<file path="src/rtl/dsi_defs.svh">
// constants of the dac serial load interface
`ifndef DSI_DEFS_SVH
`define DSI_DEFS_SVH

// =====================================================================
// word format
// =====================================================================
`define DSI_WORD_BITS   16
`define DSI_BYTE_BITS   8
`define DSI_WIDE_BITS   16
`define DSI_NARROW_BITS 14
`define DSI_CODE_RESET  16'h0000

// =====================================================================
// host timing, in i_mclk cycles
// =====================================================================
`define DSI_HALF_CYC    2
`define DSI_GAP_CYC     4
`define DSI_CS_SET_CYC  2
`define DSI_CS_HOLD_CYC 2

`endif

</file>
<file path="src/rtl/dsi_pkg.sv">
// types shared by both ends of the dac serial load interface
package dsi_pkg;
    // host sequencer states
    typedef enum logic [2:0] {
        DSI_IDLE,
        DSI_LOW,
        DSI_HIGH,
        DSI_GAP,
        DSI_STROBE,
        DSI_HOLD
    } dsi_host_state_t;
endpackage : dsi_pkg

</file>
<file path="src/rtl/dsi_link_if.sv">
// three-wire link between host and converter
`timescale 1ns/10ps
interface dsi_link_if;
    logic cs_n;            // select, active low
    logic sclk;            // serial clock, made by the host
    logic serial_data_in;  // serial data, msb first

    modport host (
        output cs_n,
        output sclk,
        output serial_data_in
    );
    modport device (
        input  cs_n,
        input  sclk,
        input  serial_data_in
    );
endinterface : dsi_link_if

</file>
<file path="src/rtl/dsi_host.sv">
// host end: serialises a word onto the three-wire link
`timescale 1ns/10ps
`include "dsi_defs.svh"

module dsi_host
    import dsi_pkg::*;
#(
    parameter int WORD_BITS = `DSI_WORD_BITS,
    parameter int BYTE_BITS = `DSI_BYTE_BITS,
    parameter int HALF_CYC  = `DSI_HALF_CYC,
    parameter int GAP_CYC   = `DSI_GAP_CYC,
    parameter int SET_CYC   = `DSI_CS_SET_CYC,
    parameter int HOLD_CYC  = `DSI_CS_HOLD_CYC
) (
    // clock and reset
    input  wire logic                 i_mclk,
    input  wire logic                 i_arst_n,
    // user request
    input  wire logic                 i_start,
    input  wire logic [WORD_BITS-1:0] i_word,
    input  wire logic                 i_byte_mode,
    // user status
    output logic                      o_ready,
    output logic                      o_done,
    // link to the converter
    dsi_link_if.host                  link
);

    // =================================================================
    // sequencer
    // =================================================================
    dsi_host_state_t      state_reg, state_next;
    logic [WORD_BITS-1:0] word_reg, word_next;
    logic [7:0]           bit_reg, bit_next;
    logic [7:0]           tmr_reg, tmr_next;
    logic                 bytes_reg, bytes_next;
    logic                 cs_n_reg, cs_n_next;
    logic                 sclk_reg, sclk_next;
    logic                 sdi_reg, sdi_next;
    logic                 done_reg, done_next;

    // next state: data changes on the falling edge it makes, so the
    // converter samples a settled bit on the rising one
    always_comb begin
        state_next = state_reg;
        word_next  = word_reg;
        bit_next   = bit_reg;
        tmr_next   = tmr_reg;
        bytes_next = bytes_reg;
        cs_n_next  = cs_n_reg;
        sclk_next  = sclk_reg;
        sdi_next   = sdi_reg;
        done_next  = 1'b0;
        if (tmr_reg != 8'h00) begin
            tmr_next = tmr_reg - 8'h01;
        end
        unique case (state_reg)
            DSI_IDLE: begin
                if (i_start) begin
                    word_next  = i_word;
                    bytes_next = i_byte_mode;
                    bit_next   = 8'(WORD_BITS - 1);
                    cs_n_next  = 1'b0;
                    sdi_next   = i_word[WORD_BITS-1];
                    tmr_next   = 8'(SET_CYC - 1);
                    state_next = DSI_LOW;
                end
            end
            DSI_LOW, DSI_GAP: begin
                if (tmr_reg == 8'h00) begin
                    sclk_next  = 1'b1;
                    tmr_next   = 8'(HALF_CYC - 1);
                    state_next = DSI_HIGH;
                end
            end
            DSI_HIGH: begin
                if (tmr_reg == 8'h00) begin
                    sclk_next = 1'b0;
                    if (bit_reg == 8'h00) begin
                        // clock parks low before select rises  //
                        tmr_next   = 8'(SET_CYC - 1);
                        state_next = DSI_STROBE;
                    end else begin
                        bit_next  = bit_reg - 8'h01;
                        word_next = word_reg << 1;
                        sdi_next  = word_reg[WORD_BITS-2];
                        tmr_next  = 8'(HALF_CYC - 1);
                        state_next = DSI_LOW;
                        if (bytes_reg && bit_reg == 8'(BYTE_BITS)) begin
                            // pause between the two bytes    //
                            tmr_next   = 8'(GAP_CYC - 1);
                            state_next = DSI_GAP;
                        end
                    end
                end
            end
            DSI_STROBE: begin
                if (tmr_reg == 8'h00) begin
                    cs_n_next  = 1'b1;
                    tmr_next   = 8'(HOLD_CYC - 1);
                    state_next = DSI_HOLD;
                end
            end
            DSI_HOLD: begin
                if (tmr_reg == 8'h00) begin
                    done_next  = 1'b1;
                    state_next = DSI_IDLE;
                end
            end
            default: begin
                state_next = DSI_IDLE;
            end
        endcase
    end

    // registers of the sequencer; link idles with select high
    always_ff @(posedge i_mclk or negedge i_arst_n) begin
        if (!i_arst_n) begin
            state_reg <= DSI_IDLE;
            word_reg  <= '0;
            bit_reg   <= 8'h00;
            tmr_reg   <= 8'h00;
            bytes_reg <= 1'b0;
            cs_n_reg  <= 1'b1;
            sclk_reg  <= 1'b0;
            sdi_reg   <= 1'b0;
            done_reg  <= 1'b0;
        end else begin
            state_reg <= state_next;
            word_reg  <= word_next;
            bit_reg   <= bit_next;
            tmr_reg   <= tmr_next;
            bytes_reg <= bytes_next;
            cs_n_reg  <= cs_n_next;
            sclk_reg  <= sclk_next;
            sdi_reg   <= sdi_next;
            done_reg  <= done_next;
        end
    end

    // =================================================================
    // outputs
    // =================================================================
    assign link.cs_n           = cs_n_reg;
    assign link.sclk           = sclk_reg;
    assign link.serial_data_in = sdi_reg;
    assign o_ready             = (state_reg == DSI_IDLE);
    assign o_done              = done_reg;

endmodule : dsi_host

</file>
<file path="src/flat_wrapper.sv">
// flat-port wrapper written by rule: the top's interface ports become plain ports
module dsi_host_flat import dsi_pkg::*;
#(
    parameter int WORD_BITS = `DSI_WORD_BITS,
    parameter int BYTE_BITS = `DSI_BYTE_BITS,
    parameter int HALF_CYC  = `DSI_HALF_CYC,
    parameter int GAP_CYC   = `DSI_GAP_CYC,
    parameter int SET_CYC   = `DSI_CS_SET_CYC,
    parameter int HOLD_CYC  = `DSI_CS_HOLD_CYC
)
  (i_mclk, i_arst_n, i_start, i_word, i_byte_mode, o_ready, o_done, link_cs_n, link_sclk, link_serial_data_in);
  dsi_link_if link_i ();
  input  wire logic i_mclk;
  input  wire logic i_arst_n;
  input  wire logic i_start;
  input  wire logic [WORD_BITS-1:0] i_word;
  input  wire logic i_byte_mode;
  output logic o_ready;
  output logic o_done;
  output wire logic [$bits(link_i.cs_n)-1:0] link_cs_n;
  output wire logic [$bits(link_i.sclk)-1:0] link_sclk;
  output wire logic [$bits(link_i.serial_data_in)-1:0] link_serial_data_in;
  assign link_cs_n = link_i.cs_n;
  assign link_sclk = link_i.sclk;
  assign link_serial_data_in = link_i.serial_data_in;
  dsi_host #(.WORD_BITS(WORD_BITS), .BYTE_BITS(BYTE_BITS), .HALF_CYC(HALF_CYC), .GAP_CYC(GAP_CYC), .SET_CYC(SET_CYC), .HOLD_CYC(HOLD_CYC)) u_core (.i_mclk(i_mclk), .i_arst_n(i_arst_n), .i_start(i_start), .i_word(i_word), .i_byte_mode(i_byte_mode), .o_ready(o_ready), .o_done(o_done), .link(link_i));
endmodule
</file>
<file path="config.mk">
export PLATFORM = sky130hd
export DESIGN_NAME = dsi_host_flat
export DESIGN_NICKNAME = d
export VERILOG_FILES = /design/src/rtl/dsi_pkg.sv /design/src/rtl/dsi_link_if.sv /design/src/rtl/dsi_host.sv /design/src/flat_wrapper.sv
export VERILOG_INCLUDE_DIRS = /design/src /design/src/rtl
export SDC_FILE = /design/constraint.sdc
export NUM_CORES = 1
export LEC_CHECK = 0
export ABC_AREA = 1
export BUFFER_PORTS_ARGS = -buffer_cell sky130_fd_sc_hd__buf_2
export CAP_MARGIN = 20
export CORE_ASPECT_RATIO = 1.25
export CORE_MARGIN = 3
export CORE_UTILIZATION = 35
export DETAILED_ROUTE_END_ITERATION = 10
export RECOVER_POWER = 25
export SLEW_MARGIN = 20
export SYNTH_ARGS = -nofsm -noshare
export SYNTH_HDL_FRONTEND = slang
export SYNTH_SLANG_ARGS = --single-unit
</file>
<file path="constraint.sdc">
create_clock -name i_mclk -period 2.1 [get_ports i_mclk]
set_input_delay 0.21 -clock i_mclk [delete_from_list [all_inputs] [get_ports i_mclk]]
set_output_delay 0.21 -clock i_mclk [all_outputs]
set_load 0.05 [all_outputs]
</file>
==> impl_metrics.py <==
metrics = {
    "die": {
        "coreArea_mm2": 0.00590,
        "die_h_um": 94.0,
        "fp-row-count": 31,
        "ioPinCount": 25,
        "initial_utilization": 0.368,
        "fp.dieW_um": 76.4,
        "die_area_mm2": 0.00719,
    },
    "global_route": {
        "grt_use_met2": 0.238,
        "grt_first_pass_wirelength_mm": 7.71,
        "antenna_found_initial": 0,
        "grtUsageMet3": 0.0278,
        "grtUsageMet1": 0.154,
        "grt_pass1_vias": 1771,
        "top_usage_layer": "met2",
        "grt_max_degree": 40,
        "grt-ovfl-total": 0,
        "grt_use_total": 0.133,
    },
    "worst_setup_path": {
        "worstSetupStartpointType": "flip-flop",
        "end_kind": "flip-flop",
        "cp.required_ns": 2.27,
        "crit_fanout": 26,
        "crit_path_start": "u_core.bit_reg[0]",
        "reg2reg_depth": 9,
        "crit_type": "reg -> reg",
        "r2r_start": "u_core.bit_reg[0]",
        "r2r-end": "u_core.bit_reg[7]",
        "cp.arrival_ns": 1.96,
        "ff2ff_setup_slack_ns": 0.31,
        "crit_end": "u_core.bit_reg[7]",
    },
    "timing": {
        "min_period_ns": 1.79,
        "finalSetupViolCount": 0,
        "rsz0062_at_grt": "false",
        "relSlewSlack": 0.348,
        "fin_crit_sh": 0.852,
        "hold_viol": 0,
        "final_max_slew_viol_count": 0,
        "fin_setup_tns_ns": 0,
        "skew_ns": 0.00682,
        "worst_pin_slew_ns": 0.978,
        "fmax_mhz": 559,
    },
    "yosys": {
        "synth-compound-area-share": 0.0386,
        "synthAdderAreaFrac": 0.0288,
        "synthSimpleGateAreaFrac": 0.369,
        "synth_top_family_by_area": "simple AND/OR/NAND/NOR gates",
        "synthMuxAreaShare": 0,
        "syn_inst": 302,
        "yosysUniqueCellTypes": 27,
        "synth_xor_xnor_area_share": 0.0323,
        "syn_area_per_cell_um2": 7.18,
        "syn-num-nets": 327,
        "syn-cell-area_mm2": 0.00217,
        "yosysSeqAreaShare": 0.450,
        "ys_ff_latch": 39,
        "yosys_warnings": 0,
    },
    "placed_design": {
        "place_area_mm2": 0.00236,
        "hpwl_mm": 3.02,
        "portBuffers": 24,
        "gp_congestion": 0.762,
    },
    "flow_run": {
        "drv_cap": 0,
    },
    "clock_network": {
        "cts_max_path_buffers": 2,
        "cts_setup_buffers": 0,
        "cts_sinks": 39,
        "cts_buffers": 5,
        "path_clk_slew_ns": 0.07,
        "htree_num_levels": 2,
        "insertion_delay_ns": 0.30,
        "root_buffer": "clkbuf_8",
        "cts_tree": "done",
    },
    "power_and_ir_drop": {
        "pwr-share-clk": 0.159,
        "switchingPower_mw": 1.57,
        "power_mw": 3.51,
        "vdd_drop_max_mv": 0.580,
        "power.internal_mw": 1.94,
        "power_frac_comb": 0.477,
        "p_leak_nw": 1.37,
        "p_per_area_mw_per_mm2": 1420,
        "power_frac_seq": 0.364,
        "p_sw_frac": 0.448,
    },
    "route": {
        "viasPerCell": 4.46,
        "drcViolationCount": 0,
        "avgRoutedWirePerCell_um": 10.6,
        "num_vias": 1840,
        "drt_iter0_markers": 85,
        "drt_first_pass_iters": 4,
        "wl_mm": 4.37,
        "final_antenna_net_count": 0,
    },
    "final_layout": {
        "area_growth_pct": 14.1,
        "final_cell_mix": "nand2_1, dfrtp_1, inv_1, nor2_1, buf_2",
        "finish.instance_area_mm2": 0.00247,
        "antenna_cells": 0,
        "final_common_cell": "nand2_1",
        "fin_nets": 355,
        "largest_reg_flops": 15,
        "layout-drive-gt1-share": 0.157,
    },
    "min_path": {
        "hold_start": "i_byte_mode",
        "hold_class": "in -> reg",
    },
    "outcome": {
        "status": "finished, final reports clean",
    },
}
==> area by class of cell <==
class	instances	area, µm²
Sequential cell	39	977
Inverter	30	113
Fill cell	661	3420
Clock buffer	8	100
Multi-Input combinational cell	225	1020
Tap cell	82	103
Timing Repair Buffer	29	158
==> worst min-delay path by stage <==
stage | endpoint | slack [ns] | cells after the start
floorplan | u_core.bit_reg[0] | -0.09 | 0
global placement | u_core.state_reg[2] | 0.31 | 2
detailed placement | u_core.state_reg[2] | 0.31 | 2
CTS | u_core.word_reg[0] | 0.12 | 3
global route | u_core.bytes_reg | 0.13 | 3
finish | u_core.bytes_reg | 0.13 | 3
==> per-stage QoR <==
step	hold slack (ns)	setup WS [ns]	utilization	std cells
finish	0.128	0.311	0.420	413
global route	0.131	0.0809	0.420	413
CTS	0.120	0.0827	0.419	413
detailed placement	0.305	0.0939	0.400	404
global placement	0.310	0.128	0.400	404
floorplan	-0.0856	0.317	-	302
==> cell usage after synthesis <==
cell      number  area [µm²]
nand3_1        9        45.0
nor2_2         3        18.8
dfrtp_1       38         951
xnor2_1        2        17.5
a31oi_1        1        6.26
dfstp_2        1        26.3
ha_1           5        62.6
o22ai_1        1        6.26
nor2_4         1        11.3
xor2_1         6        52.6
buf_2          2        10.0
nand2_2        3        18.8
buf_6          4        45.0
nand4_1        2        12.5
or2_2          2        12.5
o21bai_1       1        7.51
nor3_1         3        15.0
a21oi_1        1        5.00
clkbuf_1       2        7.51
nand2_4        1        11.3
a21oi_2        1        8.76
nand2_1      148         556
inv_2          4        15.0
o21ai_0       10        50.1
nand3_2        1        10.0
inv_1         26        97.6
nor2_1        24        90.1
==> worst max-delay path: stages (launching register included) <==
cell and delay (ns):
dfrtp_1 0.40, inv_1 0.12, ha_1 0.19, inv_1 0.04
nor3_1 0.12, nand2_1 0.13, nor2_2 0.23, inv_2 0.07
nand2_4 0.23, o21ai_0 0.13
==> what timing repair did <==
item,CTS,global route
setup endpoints to repair,0,21
hold endpoints to repair,38,0
hold buffers,1,0
gates resized for setup,0,1
==> layer usage <==
layer / part of all wire / wire, µm
met1: 0.47 / 2070
met4: 0.018 / 78
met2: 0.48 / 2080
met5: 0 / 0
met3: 0.033 / 146
==> logic make-up (layout without fill, tap and decap cells) <==
family	Yosys count	in the layout
and+or+nand+nor	197	197
xor gates and xnor gates	8	8
adders and majority gates	5	5
AOI/OAI and AO/OA	15	15
buffers and inverters	38	67
DFF	39	39
==> power groups by stage <==
stage	Sequential [mW]	Clock [mW]	Combinational, mW
global route	1.32	0.607	1.97
CTS	1.28	0.581	1.70
finish	1.28	0.559	1.67
global placement	1.28	0	1.67
floorplan	1.31	0	1.34
detailed placement	1.29	0	1.70
Note: power is estimated with default switching activity, not from simulation.
